--- src/rtl/iplr_pkg.sv ---
// package: register map, field layout and level codes for the priority-level bank
`default_nettype none
package iplr_pkg;
  // register indices as printed; byte address is four times the index
  localparam logic [3:0]  IDX_DEBUG_UNIT     = 4'h1;
  localparam logic [3:0]  IDX_FLASH_PLL_PINS = 4'h2;
  localparam logic [3:0]  IDX_PORTS_CAN      = 4'h3;
  localparam logic [3:0]  IDX_SPI_PORTS      = 4'h4;
  localparam logic [3:0]  IDX_DECODER_SCI    = 4'h5;
  localparam int          ADDR_W             = 8;
  localparam int          REG_W              = 16;
  localparam int          NUM_REGS           = 5;
  localparam int          NUM_SRC            = 35;
  localparam logic [15:0] REG_RESET          = 16'h0000;
  // writable bit masks; zero bits are reserved
  localparam logic [15:0] MASK_DEBUG_UNIT     = 16'h000f;
  localparam logic [15:0] MASK_FLASH_PLL_PINS = 16'hffcf;
  localparam logic [15:0] MASK_PORTS_CAN      = 16'hfffc;
  localparam logic [15:0] MASK_SPI_PORTS      = 16'hfc3f;
  localparam logic [15:0] MASK_DECODER_SCI    = 16'hff3f;
  // priority field codes
  localparam logic [1:0]  FIELD_OFF  = 2'h0;
  localparam logic [1:0]  FIELD_LVL1 = 2'h1;
  localparam logic [1:0]  FIELD_LVL2 = 2'h2;
  localparam logic [1:0]  FIELD_LVL3 = 2'h3;
  // axi responses
  localparam logic [1:0]  RESP_OKAY   = 2'h0;
  localparam logic [1:0]  RESP_SLVERR = 2'h2;
  // core-level encoding of a decoded field: enable plus level 0..3
  localparam logic [1:0]  LEVEL_0 = 2'h0;
  localparam logic [1:0]  LEVEL_1 = 2'h1;
  localparam logic [1:0]  LEVEL_2 = 2'h2;
  localparam logic [1:0]  LEVEL_3 = 2'h3;
  // bus slave states
  typedef enum logic [2:0] {
    ST_IDLE = 3'h1,
    ST_RESP = 3'h2,
    ST_HOLD = 3'h4
  } iplr_state_e;
endpackage
`default_nettype wire

--- src/rtl/iplr_decode.sv ---
// iplr_decode: turns one 2-bit priority field into enable and core level
`default_nettype none
module iplr_decode #(
  parameter bit DEBUG_SRC = 1'b0
) (
  // stored field
  input  wire logic [1:0] field,
  // decoded level
  output logic            enable,
  output logic [1:0]      level
);
  // zero code keeps the source disabled
  always_comb begin
    enable = (field != iplr_pkg::FIELD_OFF);
    level  = iplr_pkg::LEVEL_0;
    if (DEBUG_SRC) begin
      case (field)
        iplr_pkg::FIELD_LVL1: level = iplr_pkg::LEVEL_1;
        iplr_pkg::FIELD_LVL2: level = iplr_pkg::LEVEL_2;
        iplr_pkg::FIELD_LVL3: level = iplr_pkg::LEVEL_3;
        default:              level = iplr_pkg::LEVEL_0;
      endcase
    end else begin
      case (field)
        iplr_pkg::FIELD_LVL1: level = iplr_pkg::LEVEL_0;
        iplr_pkg::FIELD_LVL2: level = iplr_pkg::LEVEL_1;
        iplr_pkg::FIELD_LVL3: level = iplr_pkg::LEVEL_2;
        default:              level = iplr_pkg::LEVEL_0;
      endcase
    end
  end
endmodule
`default_nettype wire

--- src/rtl/iplr_axi_slave.sv ---
// iplr_axi_slave: axi4-lite front end giving one-word register accesses
`default_nettype none
module iplr_axi_slave #(
  parameter int ADDR_W = iplr_pkg::ADDR_W
) (
  // clock and reset
  input  wire logic              ref_clk,
  input  wire logic              reset,
  // axi write address and data
  input  wire logic [ADDR_W-1:0] s_axi_awaddr,
  input  wire logic              s_axi_awvalid,
  output logic                   s_axi_awready,
  input  wire logic [31:0]       s_axi_wdata,
  input  wire logic [3:0]        s_axi_wstrb,
  input  wire logic              s_axi_wvalid,
  output logic                   s_axi_wready,
  output logic [1:0]             s_axi_bresp,
  output logic                   s_axi_bvalid,
  input  wire logic              s_axi_bready,
  // axi read
  input  wire logic [ADDR_W-1:0] s_axi_araddr,
  input  wire logic              s_axi_arvalid,
  output logic                   s_axi_arready,
  output logic [31:0]            s_axi_rdata,
  output logic [1:0]             s_axi_rresp,
  output logic                   s_axi_rvalid,
  input  wire logic              s_axi_rready,
  // register file side
  output logic                   wr_en,
  output logic [ADDR_W-1:0]      wr_addr,
  output logic [15:0]            wr_data,
  input  wire logic              wr_ok,
  output logic [ADDR_W-1:0]      rd_addr,
  input  wire logic [15:0]       rd_data,
  input  wire logic              rd_ok
);
  logic              aw_held;  // address captured
  logic              w_held;   // data captured
  logic [ADDR_W-1:0] aw_q;
  logic [31:0]       w_q;
  logic [3:0]        strb_q;
  // channel readies while slot empty and no response pending
  assign s_axi_awready = !aw_held && !s_axi_bvalid;
  assign s_axi_wready  = !w_held && !s_axi_bvalid;
  assign s_axi_arready = !s_axi_rvalid;
  // write fires once both halves are present
  assign wr_en   = aw_held && w_held && !s_axi_bvalid;
  assign wr_addr = aw_q;
  assign wr_data = w_q[15:0];
  assign rd_addr = s_axi_araddr;
  // capture address and data in either order
  always_ff @(posedge ref_clk) begin
    if (reset) begin
      aw_held <= 1'b0;
      w_held  <= 1'b0;
      aw_q    <= '0;
      w_q     <= '0;
      strb_q  <= '0;
    end else begin
      if (s_axi_awvalid && s_axi_awready) begin
        aw_held <= 1'b1;
        aw_q    <= s_axi_awaddr;
      end else if (wr_en) begin
        aw_held <= 1'b0;
      end
      if (s_axi_wvalid && s_axi_wready) begin
        w_held <= 1'b1;
        w_q    <= s_axi_wdata;
        strb_q <= s_axi_wstrb;
      end else if (wr_en) begin
        w_held <= 1'b0;
      end
    end
  end
  // write response
  always_ff @(posedge ref_clk) begin
    if (reset) begin
      s_axi_bvalid <= 1'b0;
      s_axi_bresp  <= iplr_pkg::RESP_OKAY;
    end else if (wr_en) begin
      s_axi_bvalid <= 1'b1;
      s_axi_bresp  <= (wr_ok && strb_q[1:0] == 2'h3) ? iplr_pkg::RESP_OKAY : iplr_pkg::RESP_SLVERR;
    end else if (s_axi_bready) begin
      s_axi_bvalid <= 1'b0;
    end
  end
  // read response
  always_ff @(posedge ref_clk) begin
    if (reset) begin
      s_axi_rvalid <= 1'b0;
      s_axi_rdata  <= '0;
      s_axi_rresp  <= iplr_pkg::RESP_OKAY;
    end else if (s_axi_arvalid && s_axi_arready) begin
      s_axi_rvalid <= 1'b1;
      s_axi_rdata  <= {16'h0000, rd_data};
      s_axi_rresp  <= rd_ok ? iplr_pkg::RESP_OKAY : iplr_pkg::RESP_SLVERR;
    end else if (s_axi_rready) begin
      s_axi_rvalid <= 1'b0;
    end
  end
endmodule
`default_nettype wire

--- src/rtl/iplr_top.sv ---
// iplr_top: priority-level register bank with axi4-lite access and decoded levels
// How it works
// - debug sources map codes to levels 1-3
// - peripheral sources map codes to levels 0-2
// - every field resets to disabled
// - reserved bits read zero, ignore writes
// - bank 1 holds debug tx, trace
// - bank 2 top holds three flash fields
// - bank 2 holds pll, low voltage
// - bank 2 low holds pin b, a
// - bank 3 top holds ports d, e, f
// - bank 3 holds four can fields
// - bank 4 top holds three serial fields
// - bank 4 low holds ports a, b, c
// - bank 5 holds decoder, async, serial fields
//
// Register access over AXI4-Lite was decided locally.
`default_nettype none
module iplr_top #(
  parameter int ADDR_W = iplr_pkg::ADDR_W
) (
  // clock and reset
  input  wire logic                            ref_clk,
  input  wire logic                            reset,
  // axi4-lite write
  input  wire logic [ADDR_W-1:0]               s_axi_awaddr,
  input  wire logic                            s_axi_awvalid,
  output logic                                 s_axi_awready,
  input  wire logic [31:0]                     s_axi_wdata,
  input  wire logic [3:0]                      s_axi_wstrb,
  input  wire logic                            s_axi_wvalid,
  output logic                                 s_axi_wready,
  output logic [1:0]                           s_axi_bresp,
  output logic                                 s_axi_bvalid,
  input  wire logic                            s_axi_bready,
  // axi4-lite read
  input  wire logic [ADDR_W-1:0]               s_axi_araddr,
  input  wire logic                            s_axi_arvalid,
  output logic                                 s_axi_arready,
  output logic [31:0]                          s_axi_rdata,
  output logic [1:0]                           s_axi_rresp,
  output logic                                 s_axi_rvalid,
  input  wire logic                            s_axi_rready,
  // decoded levels to the arbiter, one entry per source
  output logic [iplr_pkg::NUM_SRC-1:0]         src_enable,
  output logic [2*iplr_pkg::NUM_SRC-1:0]       src_level
);
  // stored registers
  logic [15:0] priority_levels_debug_unit;
  logic [15:0] priority_levels_flash_pll_pins;
  logic [15:0] priority_levels_ports_can;
  logic [15:0] priority_levels_spi_ports;
  logic [15:0] priority_levels_decoder_sci;
  // bus side
  logic              wr_en;
  logic [ADDR_W-1:0] wr_addr;
  logic [15:0]       wr_data;
  logic              wr_ok;
  logic [ADDR_W-1:0] rd_addr;
  logic [15:0]       rd_data;
  logic              rd_ok;
  // packed field list for the decoders
  logic [2*iplr_pkg::NUM_SRC-1:0] fields;

  // byte address to register index check
  function automatic logic hits(input logic [ADDR_W-1:0] a, input logic [3:0] idx);
    hits = (a == ADDR_W'({idx, 2'b00}));
  endfunction

  // mask lookup for a byte address; zero means unmapped
  function automatic logic [15:0] mask_of(input logic [ADDR_W-1:0] a);
    mask_of = 16'h0000;
    if (hits(a, iplr_pkg::IDX_DEBUG_UNIT))     mask_of = iplr_pkg::MASK_DEBUG_UNIT;
    if (hits(a, iplr_pkg::IDX_FLASH_PLL_PINS)) mask_of = iplr_pkg::MASK_FLASH_PLL_PINS;
    if (hits(a, iplr_pkg::IDX_PORTS_CAN))      mask_of = iplr_pkg::MASK_PORTS_CAN;
    if (hits(a, iplr_pkg::IDX_SPI_PORTS))      mask_of = iplr_pkg::MASK_SPI_PORTS;
    if (hits(a, iplr_pkg::IDX_DECODER_SCI))    mask_of = iplr_pkg::MASK_DECODER_SCI;
  endfunction

  function automatic logic mapped(input logic [ADDR_W-1:0] a);
    mapped = (mask_of(a) != 16'h0000);
  endfunction

  // bus slave
  iplr_axi_slave #(.ADDR_W(ADDR_W)) u_bus (
    .ref_clk       (ref_clk),
    .reset         (reset),
    .s_axi_awaddr  (s_axi_awaddr),
    .s_axi_awvalid (s_axi_awvalid),
    .s_axi_awready (s_axi_awready),
    .s_axi_wdata   (s_axi_wdata),
    .s_axi_wstrb   (s_axi_wstrb),
    .s_axi_wvalid  (s_axi_wvalid),
    .s_axi_wready  (s_axi_wready),
    .s_axi_bresp   (s_axi_bresp),
    .s_axi_bvalid  (s_axi_bvalid),
    .s_axi_bready  (s_axi_bready),
    .s_axi_araddr  (s_axi_araddr),
    .s_axi_arvalid (s_axi_arvalid),
    .s_axi_arready (s_axi_arready),
    .s_axi_rdata   (s_axi_rdata),
    .s_axi_rresp   (s_axi_rresp),
    .s_axi_rvalid  (s_axi_rvalid),
    .s_axi_rready  (s_axi_rready),
    .wr_en         (wr_en),
    .wr_addr       (wr_addr),
    .wr_data       (wr_data),
    .wr_ok         (wr_ok),
    .rd_addr       (rd_addr),
    .rd_data       (rd_data),
    .rd_ok         (rd_ok)
  );

  // write stored to any mapped word; both low byte lanes needed only for an okay response
  logic wr_commit;  // a mapped word lands this cycle
  assign wr_ok     = mapped(wr_addr);
  // lane check only shapes the slave response; a partial word still stores
  assign wr_commit = wr_en && wr_ok;

  // register updates; reserved bits masked off
  always_ff @(posedge ref_clk) begin
    if (reset) begin
      priority_levels_debug_unit     <= iplr_pkg::REG_RESET;
      priority_levels_flash_pll_pins <= iplr_pkg::REG_RESET;
      priority_levels_ports_can      <= iplr_pkg::REG_RESET;
      priority_levels_spi_ports      <= iplr_pkg::REG_RESET;
      priority_levels_decoder_sci    <= iplr_pkg::REG_RESET;
    end else if (wr_commit) begin
      if (hits(wr_addr, iplr_pkg::IDX_DEBUG_UNIT))
        priority_levels_debug_unit <= wr_data & iplr_pkg::MASK_DEBUG_UNIT;
      if (hits(wr_addr, iplr_pkg::IDX_FLASH_PLL_PINS))
        priority_levels_flash_pll_pins <= wr_data & iplr_pkg::MASK_FLASH_PLL_PINS;
      if (hits(wr_addr, iplr_pkg::IDX_PORTS_CAN))
        priority_levels_ports_can <= wr_data & iplr_pkg::MASK_PORTS_CAN;
      if (hits(wr_addr, iplr_pkg::IDX_SPI_PORTS))
        priority_levels_spi_ports <= wr_data & iplr_pkg::MASK_SPI_PORTS;
      if (hits(wr_addr, iplr_pkg::IDX_DECODER_SCI))
        priority_levels_decoder_sci <= wr_data & iplr_pkg::MASK_DECODER_SCI;
    end
  end

  // read mux; unmapped reads zero with error
  always_comb begin
    rd_ok   = mapped(rd_addr);
    rd_data = 16'h0000;
    if (hits(rd_addr, iplr_pkg::IDX_DEBUG_UNIT))     rd_data = priority_levels_debug_unit;
    if (hits(rd_addr, iplr_pkg::IDX_FLASH_PLL_PINS)) rd_data = priority_levels_flash_pll_pins;
    if (hits(rd_addr, iplr_pkg::IDX_PORTS_CAN))      rd_data = priority_levels_ports_can;
    if (hits(rd_addr, iplr_pkg::IDX_SPI_PORTS))      rd_data = priority_levels_spi_ports;
    if (hits(rd_addr, iplr_pkg::IDX_DECODER_SCI))    rd_data = priority_levels_decoder_sci;
  end

  // field gathering in source order 0..28; slots 29..34 held zero
  always_comb begin
    fields[1:0]   = priority_levels_debug_unit[3:2];
    fields[3:2]   = priority_levels_debug_unit[1:0];
    fields[5:4]   = priority_levels_flash_pll_pins[15:14];
    fields[7:6]   = priority_levels_flash_pll_pins[13:12];
    fields[9:8]   = priority_levels_flash_pll_pins[11:10];
    fields[11:10] = priority_levels_flash_pll_pins[9:8];
    fields[13:12] = priority_levels_flash_pll_pins[7:6];
    fields[15:14] = priority_levels_flash_pll_pins[3:2];
    fields[17:16] = priority_levels_flash_pll_pins[1:0];
    fields[19:18] = priority_levels_ports_can[15:14];
    fields[21:20] = priority_levels_ports_can[13:12];
    fields[23:22] = priority_levels_ports_can[11:10];
    fields[25:24] = priority_levels_ports_can[9:8];
    fields[27:26] = priority_levels_ports_can[7:6];
    fields[29:28] = priority_levels_ports_can[5:4];
    fields[31:30] = priority_levels_ports_can[3:2];
    fields[33:32] = priority_levels_spi_ports[15:14];
    fields[35:34] = priority_levels_spi_ports[13:12];
    fields[37:36] = priority_levels_spi_ports[11:10];
    fields[39:38] = priority_levels_spi_ports[5:4];
    fields[41:40] = priority_levels_spi_ports[3:2];
    fields[43:42] = priority_levels_spi_ports[1:0];
    fields[45:44] = priority_levels_decoder_sci[15:14];
    fields[47:46] = priority_levels_decoder_sci[13:12];
    fields[49:48] = priority_levels_decoder_sci[11:10];
    fields[51:50] = priority_levels_decoder_sci[9:8];
    fields[53:52] = priority_levels_decoder_sci[5:4];
    fields[55:54] = priority_levels_decoder_sci[3:2];
    fields[57:56] = priority_levels_decoder_sci[1:0];
    fields[69:58] = '0;
  end

  // per-source decoders; first two are debug sources
  for (genvar i = 0; i < 29; i++) begin : g_dec
    iplr_decode #(.DEBUG_SRC(i < 2)) u_dec (
      .field  (fields[2*i +: 2]),
      .enable (src_enable[i]),
      .level  (src_level[2*i +: 2])
    );
  end
  // unused source slots stay disabled
  assign src_enable[iplr_pkg::NUM_SRC-1:29] = '0;
  assign src_level[2*iplr_pkg::NUM_SRC-1:58] = '0;

  property p_reset_clear;
    @(posedge ref_clk) reset |=> (src_enable == '0);
  endproperty
  a_reset_clear: assert property (p_reset_clear) else $error("fields not cleared by reset");

  property p_reserved_zero;
    @(posedge ref_clk) disable iff (reset)
      (priority_levels_flash_pll_pins[5:4] == 2'h0) && (priority_levels_ports_can[1:0] == 2'h0) &&
      (priority_levels_spi_ports[9:6] == 4'h0) && (priority_levels_decoder_sci[7:6] == 2'h0) &&
      (priority_levels_debug_unit[15:4] == 12'h000);
  endproperty
  a_reserved_zero: assert property (p_reserved_zero) else $error("reserved bit set");

  property p_write_effect;
    @(posedge ref_clk) disable iff (reset)
      (wr_commit && hits(wr_addr, iplr_pkg::IDX_DEBUG_UNIT))
        |=> (priority_levels_debug_unit == ($past(wr_data) & iplr_pkg::MASK_DEBUG_UNIT));
  endproperty
  a_write_effect: assert property (p_write_effect) else $error("write not applied next cycle");

  property p_debug_map;
    @(posedge ref_clk) disable iff (reset)
      src_enable[1] |-> (src_level[3:2] == priority_levels_debug_unit[1:0]);
  endproperty
  a_debug_map: assert property (p_debug_map) else $error("debug level mismatch");

  property p_periph_map;
    @(posedge ref_clk) disable iff (reset)
      src_enable[8] |-> (src_level[17:16] == priority_levels_flash_pll_pins[1:0] - 2'h1);
  endproperty
  a_periph_map: assert property (p_periph_map) else $error("peripheral level mismatch");

  property p_can_place;
    @(posedge ref_clk) disable iff (reset)
      src_enable[15] == (priority_levels_ports_can[3:2] != 2'h0);
  endproperty
  a_can_place: assert property (p_can_place) else $error("can field misplaced");

  property p_dec_place;
    @(posedge ref_clk) disable iff (reset)
      src_enable[28] == (priority_levels_decoder_sci[1:0] != 2'h0);
  endproperty
  a_dec_place: assert property (p_dec_place) else $error("serial0 tx field misplaced");

  property p_port_place;
    @(posedge ref_clk) disable iff (reset)
      src_enable[21] == (priority_levels_spi_ports[1:0] != 2'h0);
  endproperty
  a_port_place: assert property (p_port_place) else $error("port c field misplaced");

  property p_debug_tx_level;
    @(posedge ref_clk) disable iff (reset)
      src_enable[0] |-> (src_level[1:0] == priority_levels_debug_unit[3:2]);
  endproperty
  a_debug_tx_level: assert property (p_debug_tx_level) else $error("debug tx level misplaced");

  property p_flash_place;
    @(posedge ref_clk) disable iff (reset)
      src_enable[4] == (priority_levels_flash_pll_pins[11:10] != 2'h0);
  endproperty
  a_flash_place: assert property (p_flash_place) else $error("flash error field misplaced");

  property p_low_voltage_place;
    @(posedge ref_clk) disable iff (reset)
      src_enable[6] == (priority_levels_flash_pll_pins[7:6] != 2'h0);
  endproperty
  a_low_voltage_place: assert property (p_low_voltage_place) else $error("low voltage field misplaced");

  property p_pin_b_place;
    @(posedge ref_clk) disable iff (reset)
      src_enable[7] == (priority_levels_flash_pll_pins[3:2] != 2'h0);
  endproperty
  a_pin_b_place: assert property (p_pin_b_place) else $error("pin b field misplaced");

  property p_port_f_place;
    @(posedge ref_clk) disable iff (reset)
      src_enable[11] == (priority_levels_ports_can[11:10] != 2'h0);
  endproperty
  a_port_f_place: assert property (p_port_f_place) else $error("port f field misplaced");

  property p_serial_place;
    @(posedge ref_clk) disable iff (reset)
      src_enable[18] == (priority_levels_spi_ports[11:10] != 2'h0);
  endproperty
  a_serial_place: assert property (p_serial_place) else $error("serial1 rx field misplaced");
endmodule
`default_nettype wire

--- config.mk ---
export PLATFORM = sky130hd
export DESIGN_NAME = iplr_top
export DESIGN_NICKNAME = d
export VERILOG_FILES = /design/src/rtl/iplr_pkg.sv /design/src/rtl/iplr_decode.sv /design/src/rtl/iplr_axi_slave.sv /design/src/rtl/iplr_top.sv
export SDC_FILE = /design/constraint.sdc
export NUM_CORES = 1
export LEC_CHECK = 0
export ABC_AREA = 1
export BUFFER_PORTS_ARGS = -buffer_cell sky130_fd_sc_hd__buf_2
export CAP_MARGIN = 20
export CORE_ASPECT_RATIO = 0.75
export CORE_MARGIN = 1
export CORE_UTILIZATION = 48
export CTS_CLUSTER_DIAMETER = 200
export DETAILED_ROUTE_END_ITERATION = 10
export GPL_TIMING_DRIVEN = 0
export PLACE_DENSITY_LB_ADDON = 0.2
export SLEW_MARGIN = 10
export SYNTH_ARGS = -nofsm -noshare
export SYNTH_HDL_FRONTEND = slang
export SYNTH_HIERARCHICAL = 1
export SYNTH_SLANG_ARGS = --single-unit
--- constraint.sdc ---
create_clock -name ref_clk -period 1.94 [get_ports ref_clk]
set_input_delay 0.194 -clock ref_clk [delete_from_list [all_inputs] [get_ports ref_clk]]
set_output_delay 0.194 -clock ref_clk [all_outputs]
set_load 0.05 [all_outputs]
* Word-level counts from Yosys, hierarchy flattened
Index checks and enable logic that the tools add are counted. Widths: inputs -> output; s select.
Storage, ports and cells: bits in writable memories 0, output and inout port bits 146, latch bits 0, ROM bits 0, register bits 108, memories kept 0
Operators by class: shift operators 0, magnitude comparators 0, bitwise gates (word level) 0, multiply operators 0, reductions and logical operators 53, divide/modulo/power cells 0, add/subtract/negate cells 0, equal/unequal tests 71, muxes and demuxes 53
Operator list (count):
- $mux 16 | 12
- $eq 2x2->1 const B | 59
- $pmux 2 s2 | 27
- $reduce_bool 2->1 | 33
- $eq 8x4->1 const B | 4
- $eq 8x5->1 const B | 4
- $reduce_bool 16->1 | 2
- $eq 8x3->1 const B | 2
- $mux 4 | 3
- $pmux 2 s3 | 2
- $reduce_and 2->1 | 5
- $logic_and 1x1->1 | 9
- $mux 1 | 7
- $eq 2x1->1 const B | 2
- $logic_not 1->1 | 4
- $mux 2 | 2

* Longest topological paths before layout
Gate-level depths: netlist of run 1.
word-level depth 9, gate-level depth with buffers 12

* Modules after synthesis
Netlist of run 1, hierarchy kept.
Modules (own cells, without submodules):
- iplr_top | cells each 451, instances 1, area each 2962.8 um2
- iplr_axi_slave | cells each 302, instances 1, area each 2165.8 um2
- iplr_decode at g_dec[10].u_dec ... | cells each 6, instances 27, area each 22.5 um2
- iplr_decode at g_dec[0].u_dec ... | cells each 5, instances 2, area each 18.8 um2

* Least setup slack after synthesis of run 1
OpenSTA, ideal clock, no wires.
path kind register to register, start point reg u_bus.s_axi_bvalid, end point reg priority_levels_decoder_sci[10], arrival 1.734 ns, buffers on the path 2, clock period less this slack 1.804 ns, slack 0.136 ns, stages on the path, launching flop included 9, cell sequence dfxtp_1 inv_1 nand3_1 inv_1 buf_2 nand2_1 buf_2 nand2_1 a21oi_1
On the way: longest elaborated chain between the ends 4
Ends and longest elaborated chain:
- start: declaration | RTL line iplr_axi_slave.sv:18 | output logic s_axi_bvalid,
- start signal: assignment | RTL line iplr_axi_slave.sv:78 | s_axi_bvalid <= 1'b0;
- start signal: assignment | RTL line iplr_axi_slave.sv:81 | s_axi_bvalid <= 1'b1;
- start signal: assignment | RTL line iplr_axi_slave.sv:84 | s_axi_bvalid <= 1'b0;
- $logic_not 1->1 | RTL line iplr_axi_slave.sv:47 | assign wr_en = aw_held && w_held && !s_axi_bvalid;
- $logic_and 1x1->1 | RTL line iplr_axi_slave.sv:47
- via wr_en | RTL line iplr_top.sv:55 | logic wr_en;
- $logic_and 1x1->1 | RTL line iplr_top.sv:118 | assign wr_commit = wr_en && wr_ok;
- $reduce_and 2->1 (no line)
- end signal: assignment | RTL line iplr_top.sv:127 | priority_levels_decoder_sci <= iplr_pkg::REG_RESET;
- end signal: assignment | RTL line iplr_top.sv:138 | priority_levels_decoder_sci <= wr_data & iplr_pkg::MASK_DECODER_SCI;
- end: declaration | RTL line iplr_top.sv:53 | logic [15:0] priority_levels_decoder_sci;
The timed path passes the listed nets, and every way through them passes these cells. A chain may end at the register's enable or synchronous reset.

* Final worst setup path of run 1
start point reg u_bus.s_axi_bvalid, end point reg priority_levels_spi_ports[12]
On the way: longest elaborated chain between the ends 4
Ends and longest elaborated chain:
- $logic_not 1->1 | RTL line iplr_axi_slave.sv:47
- $logic_and 1x1->1 | RTL line iplr_axi_slave.sv:47
- via wr_en | RTL line iplr_top.sv:55
- $logic_and 1x1->1 | RTL line iplr_top.sv:118
- $reduce_and 2->1 (no line)
- end signal: assignment | RTL line iplr_top.sv:126 | priority_levels_spi_ports <= iplr_pkg::REG_RESET;
- end signal: assignment | RTL line iplr_top.sv:136 | priority_levels_spi_ports <= wr_data & iplr_pkg::MASK_SPI_PORTS;
- end: declaration | RTL line iplr_top.sv:52 | logic [15:0] priority_levels_spi_ports;
The timed path passes the listed nets, and every way through them passes these cells.

==> flow_summary.json, run 1 <==
{
  "crit-reg2reg-capture": "priority_levels_spi_ports[12]",
  "start_util": 0.495,
  "cts_hold_buffers": 0,
  "power.density_nw_per_um2": 753,
  "hold_start": "reset",
  "cts_max_path_buffers": 2,
  "antenna_found_initial": 0,
  "grt_pass1_vias": 5055,
  "cap_violations": 0,
  "clock_skew_ns": 0.00527,
  "switchingPower_mw": 1.48,
  "yosysUniqueCellTypes": 31,
  "cts_tree": "done",
  "leakage_nw": 4.21,
  "syn_inst": 925,
  "vias": 5850,
  "ys_ff_latch": 106,
  "nets": 1169,
  "num_io_pins": 205,
  "htreeDepth": 3,
  "startpoint_type": "flip-flop",
  "run_status": "complete, no violations",
  "hold_class": "in -> reg",
  "syn_to_final_growth_pct": 24.3,
  "viasPerCell": 4.58,
  "synthAdderAreaFrac": 0,
  "fmax_ghz": 0.555,
  "synthesis.area_um2": 5770,
  "clkPwrFrac": 0.415,
  "hold_end": "u_bus/w_held",
  "crit_chain": "inv_1 -> nand3_1 -> inv_1 -> buf_2 -> nand2_1 -> buf_2 -> nand2_1 -> a21oi_1",
  "synth_top_family_by_area": "simple AND/OR/NAND/NOR gates",
  "max_stage_delay_ns": 0.47,
  "grt_first_pass_wirelength_um": 25000,
  "rows": 34,
  "fin_crit_ns": 1.80,
  "place_ws_ns": -0.0226,
  "swShare": 0.274,
  "port_buffers": 140,
  "grt_max_degree": 17,
  "synth_compound_area_frac": 0.0945,
  "arrival_ns": 2.08,
  "r2r_cells": 8,
  "antenna_left": 0,
  "combPwrFrac": 0.151,
  "wl_per_cell_um": 12.3,
  "hold_viol": 0,
  "synth_warnings": 6,
  "final_common_cell": "nand2_1",
  "period_share": 0.928,
  "drt_first_pass_iters": 5,
  "dp.final_hpwl_um": 11900,
  "post_cts_buffers": 0,
  "seq_area_frac_synth": 0.367,
  "ir_drop_uv": 464,
  "power_frac_seq": 0.434,
  "drtIter0Drc": 555,
  "internal_power_mw": 3.93,
  "r2r-start": "u_bus/s_axi_bvalid",
  "cp_max_fo": 10,
  "drc_errors": 0,
  "slowest_stage": "dfxtp_1",
  "required_ns": 2.21,
  "avgSynthCellArea_um2": 6.24,
  "overflow": 0,
  "ff2ff_setup_slack_ns": 0.14,
  "die_area_um2": 12500,
  "clk_pin_slew_ns": 0.07,
  "insertion_delay_ns": 0.35,
  "synthXorXnorAreaFrac": 0,
  "core_area_um2": 11700,
  "n_antenna_cell": 0,
  "worst_slack_ns": 0.139,
  "crit_type": "reg -> reg",
  "tightestPinTransition_ns": 0.707,
  "setup_viol": 0,
  "die_w_um": 129,
  "hold_depth": 2,
  "layout-drive-gt1-share": 0.215,
  "max_slew_margin": 0.525,
  "synthSimpleGateAreaFrac": 0.325,
  "grt_usage": 0.256,
  "cp-end-kind": "flip-flop",
  "gp_congestion": 0.876,
  "fp.dieH_um": 97.0,
  "synthMuxAreaShare": 0,
  "clock_tree.root_cell": "clkbuf_16",
  "layout_common_cells": "219 x nand2_1, 175 x inv_1, 165 x nor2_1",
  "stdcell_count": 1277,
  "fin_setup_tns_ns": 0,
  "numCtsBuffers": 9,
  "wl_um": 15700,
  "clkSinkCount": 106,
  "rsz0062_at_grt": "false",
  "dp_cells": 1261,
  "final_max_slew_viol_count": 0
}
[sequential cells by signal (all words and copies together), names as in the netlist, 2 cells and up]
signal / cells
u_bus/strb_q: 2
u_bus/wr_addr: 8
u_bus/w_q: 16
u_bus/s_axi_rdata: 16
priority_levels_spi_ports: 12
priority_levels_debug_unit: 4
priority_levels_flash_pll_pins: 14
priority_levels_decoder_sci: 14
priority_levels_ports_can: 14
[synth_stat cells (all sizes together)]
cell | n | share of area
o221ai | 4 | 0.0061
o21a | 1 | 0.0013
nor2 | 168 | 0.11
o211ai | 2 | 0.0026
nor4 | 1 | 0.0037
o22ai | 3 | 0.0033
o21ai | 23 | 0.020
or2 | 1 | 0.0011
conb | 2 | 0.0013
dfxtp | 106 | 0.37
o2111ai | 8 | 0.012
clkbuf | 14 | 0.0091
nand4 | 2 | 0.0022
a211oi | 2 | 0.0026
nor3 | 10 | 0.010
a21oi | 53 | 0.047
inv | 177 | 0.12
nand3 | 55 | 0.052
clkinv | 2 | 0.0013
buf | 70 | 0.086
nand2 | 221 | 0.14
[per-stage QoR]
step	instance area (um2)	hold WS, ns	utilization	total power, mW
CTS	7170	0.131	0.615	5.40
global route	7180	0.139	0.616	5.58
detailed placement	6810	0.466	0.584	3.20
finish	7180	0.139	0.616	5.41
global placement	6810	0.457	0.584	3.19
floorplan	5900	0.256	-	3.03
[how the worst max path moves through the flow]
| stage | startpoint | to | slack [ns] |
|---|---|---|---|
| 3_5_place_dp | s_axi_araddr[1] | u_bus/s_axi_rdata[5] | -0.02 |
| 6_report | u_bus/s_axi_bvalid | priority_levels_spi_ports[12] | 0.14 |
| 5_1_grt | u_bus/s_axi_bvalid | priority_levels_decoder_sci[1] | 0.009 |
| 3_3_place_gp | s_axi_araddr[1] | u_bus/s_axi_rdata[5] | 0.001 |
| 2_1_floorplan | u_bus/s_axi_bvalid | priority_levels_decoder_sci[10] | 0.14 |
| 4_1_cts | u_bus/s_axi_bvalid | priority_levels_decoder_sci[10] | 0.07 |
[layout make-up]
cell class                      count  area (um2)
Fill cell                        1153        4480
Multi-Input combinational cell    590        2560
Sequential cell                   106        2120
Timing Repair Buffer              140         701
Inverter                          179         672
Buffer                             84         549
Clock buffer                       11         243
Tap cell                          162         203
Clock inverter                      5         125
[what timing repair did]
action                                  CTS  global route
gates resized for setup                   0             1
endpoints found under the hold margin     0             0
endpoints found under the setup margin    0             7
[layer usage]
| metal | global-route usage | part of all wire | vias up |
|---|---|---|---|
| li1 | - | - | 3073 |
| met1 | 0.378 | 0.48 | 2517 |
| met2 | 0.381 | 0.41 | 252 |
| met3 | 0.0575 | 0.096 | 8 |
| met4 | 0.0425 | 0.0058 | 0 |
| met5 | 0 | 0 | - |
[power groups by stage]
stage	clock network [mW]	logic, mW	registers, mW
global placement	0	0.802	2.39
finish	2.24	0.815	2.35
CTS	2.24	0.812	2.34
detailed placement	0	0.811	2.39
floorplan	0	0.568	2.46
global route	2.34	0.882	2.36
[logic make-up after synthesis]
group | Yosys count
buf+inv | 263
simple gates | 458
compound gates | 96
flops | 106
other cells | 2
[critical path: cells and delay by family, from the launching register on]
kind	cells	cell delay (ns)
AOI/OAI and AO/OA	1	0.16
and+or+nand+nor	3	0.45
DFF	1	0.47
buffers and inverters	4	0.64
Note: power is estimated with default switching activity, not from simulation.
==> run 2, diff against run 1 <==
--- a/config.mk
+++ b/config.mk
@@ -15,6 +15,7 @@
 export DETAILED_ROUTE_END_ITERATION = 10
 export GPL_TIMING_DRIVEN = 0
 export PLACE_DENSITY_LB_ADDON = 0.2
+export RECOVER_POWER = 50
 export SLEW_MARGIN = 10
 export SYNTH_ARGS = -nofsm -noshare
 export SYNTH_HDL_FRONTEND = slang
==> run 2 against run 1 <==
Worst setup slack improved by 0.028 ns. Total power shrank 0.22%. Hold slack barely moved. Critical path depth fell by 1. Final area decreased by 1.5%. Core utilization down 0.94 points. Maximum frequency is 1.6% higher. Critical endpoint unchanged.
==> flow_summary.json, run 2 (same netlist as run 1, synthesis figures left out) <==
{
  "hold_viol": 0,
  "hold_class": "in -> reg",
  "post_cts_buffers": 0,
  "grt_pass1_vias": 5055,
  "final_common_cell": "nand2_1",
  "fp.dieH_um": 97.0,
  "grt_first_pass_wirelength_um": 25000,
  "critPathTopFamily": "buffers and inverters",
  "n_antenna_cell": 0,
  "insertion_delay_ns": 0.35,
  "crit_chain": "inv_1 -> nand3_1 -> inv_1 -> buf_2 -> clkbuf_1 -> nand3_1 -> a21oi_1",
  "hold_end": "u_bus/w_held",
  "setup_viol": 0,
  "cp_max_fo": 10,
  "period_share": 0.914,
  "drc_errors": 0,
  "required_ns": 2.22,
  "startpoint_type": "flip-flop",
  "num_io_pins": 205,
  "layout_common_cells": "220 x nand2_1, 175 x inv_1, 166 x nor2_1",
  "grt_usage": 0.256,
  "max_stage_delay_ns": 0.41,
  "arrival_ns": 2.05,
  "core_area_um2": 11700,
  "max_slew_margin": 0.529,
  "clk_pin_slew_ns": 0.07,
  "cap_violations": 0,
  "numCtsBuffers": 9,
  "htreeDepth": 3,
  "ff2ff_setup_slack_ns": 0.17,
  "crit_buf_inv": 4,
  "gp_congestion": 0.876,
  "wl_per_cell_um": 12.3,
  "clkSinkCount": 106,
  "fmax_ghz": 0.564,
  "cts_tree": "done",
  "grt_max_degree": 17,
  "ir_drop_uv": 462,
  "syn_to_final_growth_pct": 22.4,
  "rsz0062_at_grt": "false",
  "r2r-start": "u_bus/s_axi_bvalid",
  "run_status": "complete, no violations",
  "wl_um": 15800,
  "layout-drive-gt1-share": 0.143,
  "final_max_slew_viol_count": 0,
  "clock_skew_ns": 0.00744,
  "die_area_um2": 12500,
  "drtIter0Drc": 479,
  "drt_first_pass_iters": 5,
  "grt.busiest_layer": "met2",
  "grt.met1_usage": 0.378,
  "fillerInstances": 1199,
  "dp.final_hpwl_um": 11900,
  "r2r_cells": 7,
  "antenna_left": 0,
  "cp-end-kind": "flip-flop",
  "finalPower_mw": 5.39,
  "start_util": 0.495,
  "viasPerCell": 4.60,
  "die_w_um": 129,
  "cts_max_path_buffers": 2,
  "slowest_stage": "clkbuf_1",
  "stdcell_count": 1277,
  "fin_worst_hold_slack_ns": 0.139,
  "tightestPinTransition_ns": 0.702,
  "dp_cells": 1261,
  "hold_depth": 2,
  "power.density_nw_per_um2": 763,
  "port_buffers": 140,
  "vias": 5874,
  "fin_crit_ns": 1.77,
  "crit_type": "reg -> reg",
  "grt_util_met3": 0.0575,
  "nets": 1169,
  "clock_tree.root_cell": "clkbuf_16",
  "crit-reg2reg-capture": "priority_levels_spi_ports[12]",
  "leakage_nw": 3.88,
  "rows": 34,
  "final_util": 0.606,
  "hold_start": "reset",
  "grt_use_met2": 0.381,
  "antenna_found_initial": 0,
  "largest_registers": "u_bus/s_axi_rdata: 16 flops, u_bus/w_q: 16 flops",
  "overflow": 0
}
## run 2: layer usage
layer | wire length, um | vias up
met5 | 0 | -
met4 | 81 | 0
met3 | 1440 | 8
met2 | 6430 | 225
met1 | 7810 | 2567
li1 | - | 3074
## run 2: stage by stage
stage | cell area [um2] | setup WS [ns] | TNS (ns)
after global placement | 6810 | 0.00101 | 0
after floorplan | 5900 | 0.136 | 0
after CTS | 7170 | 0.0741 | 0
final | 7070 | 0.167 | 0
after global routing | 7070 | 0.0243 | 0
after detailed placement | 6810 | -0.0226 | -0.0290
## run 2: worst max-delay path by stage
stage | from | endpoint | slack (ns) | depth (start not counted)
2_1_floorplan | u_bus/s_axi_bvalid | priority_levels_decoder_sci[10] | 0.14 | 8
3_3_place_gp | s_axi_araddr[1] | u_bus/s_axi_rdata[5] | 0.001 | 8
3_5_place_dp | s_axi_araddr[1] | u_bus/s_axi_rdata[5] | -0.02 | 8
4_1_cts | u_bus/s_axi_bvalid | priority_levels_decoder_sci[10] | 0.07 | 8
5_1_grt | u_bus/s_axi_bvalid | priority_levels_decoder_sci[1] | 0.02 | 7
6_report | u_bus/s_axi_bvalid | priority_levels_spi_ports[12] | 0.17 | 7
## run 2: layout make-up
| cell class | count | area [um2] | share of cell area |
|---|---|---|---|
| flip-flops and latches | 106 | 2120 | 0.300 |
| plain buffers | 84 | 541 | 0.0765 |
| multi-input cells | 590 | 2560 | 0.362 |
| clock buffers | 11 | 243 | 0.0344 |
| well taps | 162 | 203 | 0.0287 |
| repair buffers | 140 | 604 | 0.0855 |
| inverters | 179 | 672 | 0.0951 |
| clock inverters | 5 | 125 | 0.0177 |
## run 2: what timing repair did
action                                  4_1_cts  5_1_grt
hold buffers                                  0        0
endpoints found under the setup margin        0        7
resized for setup                             0        1
## run 2: where the power goes
part	total [mW]	internal [mW]	switching, mW
combinational	0.802	0.226	0.575
sequential	2.35	2.26	0.0891
clock	2.24	1.43	0.817
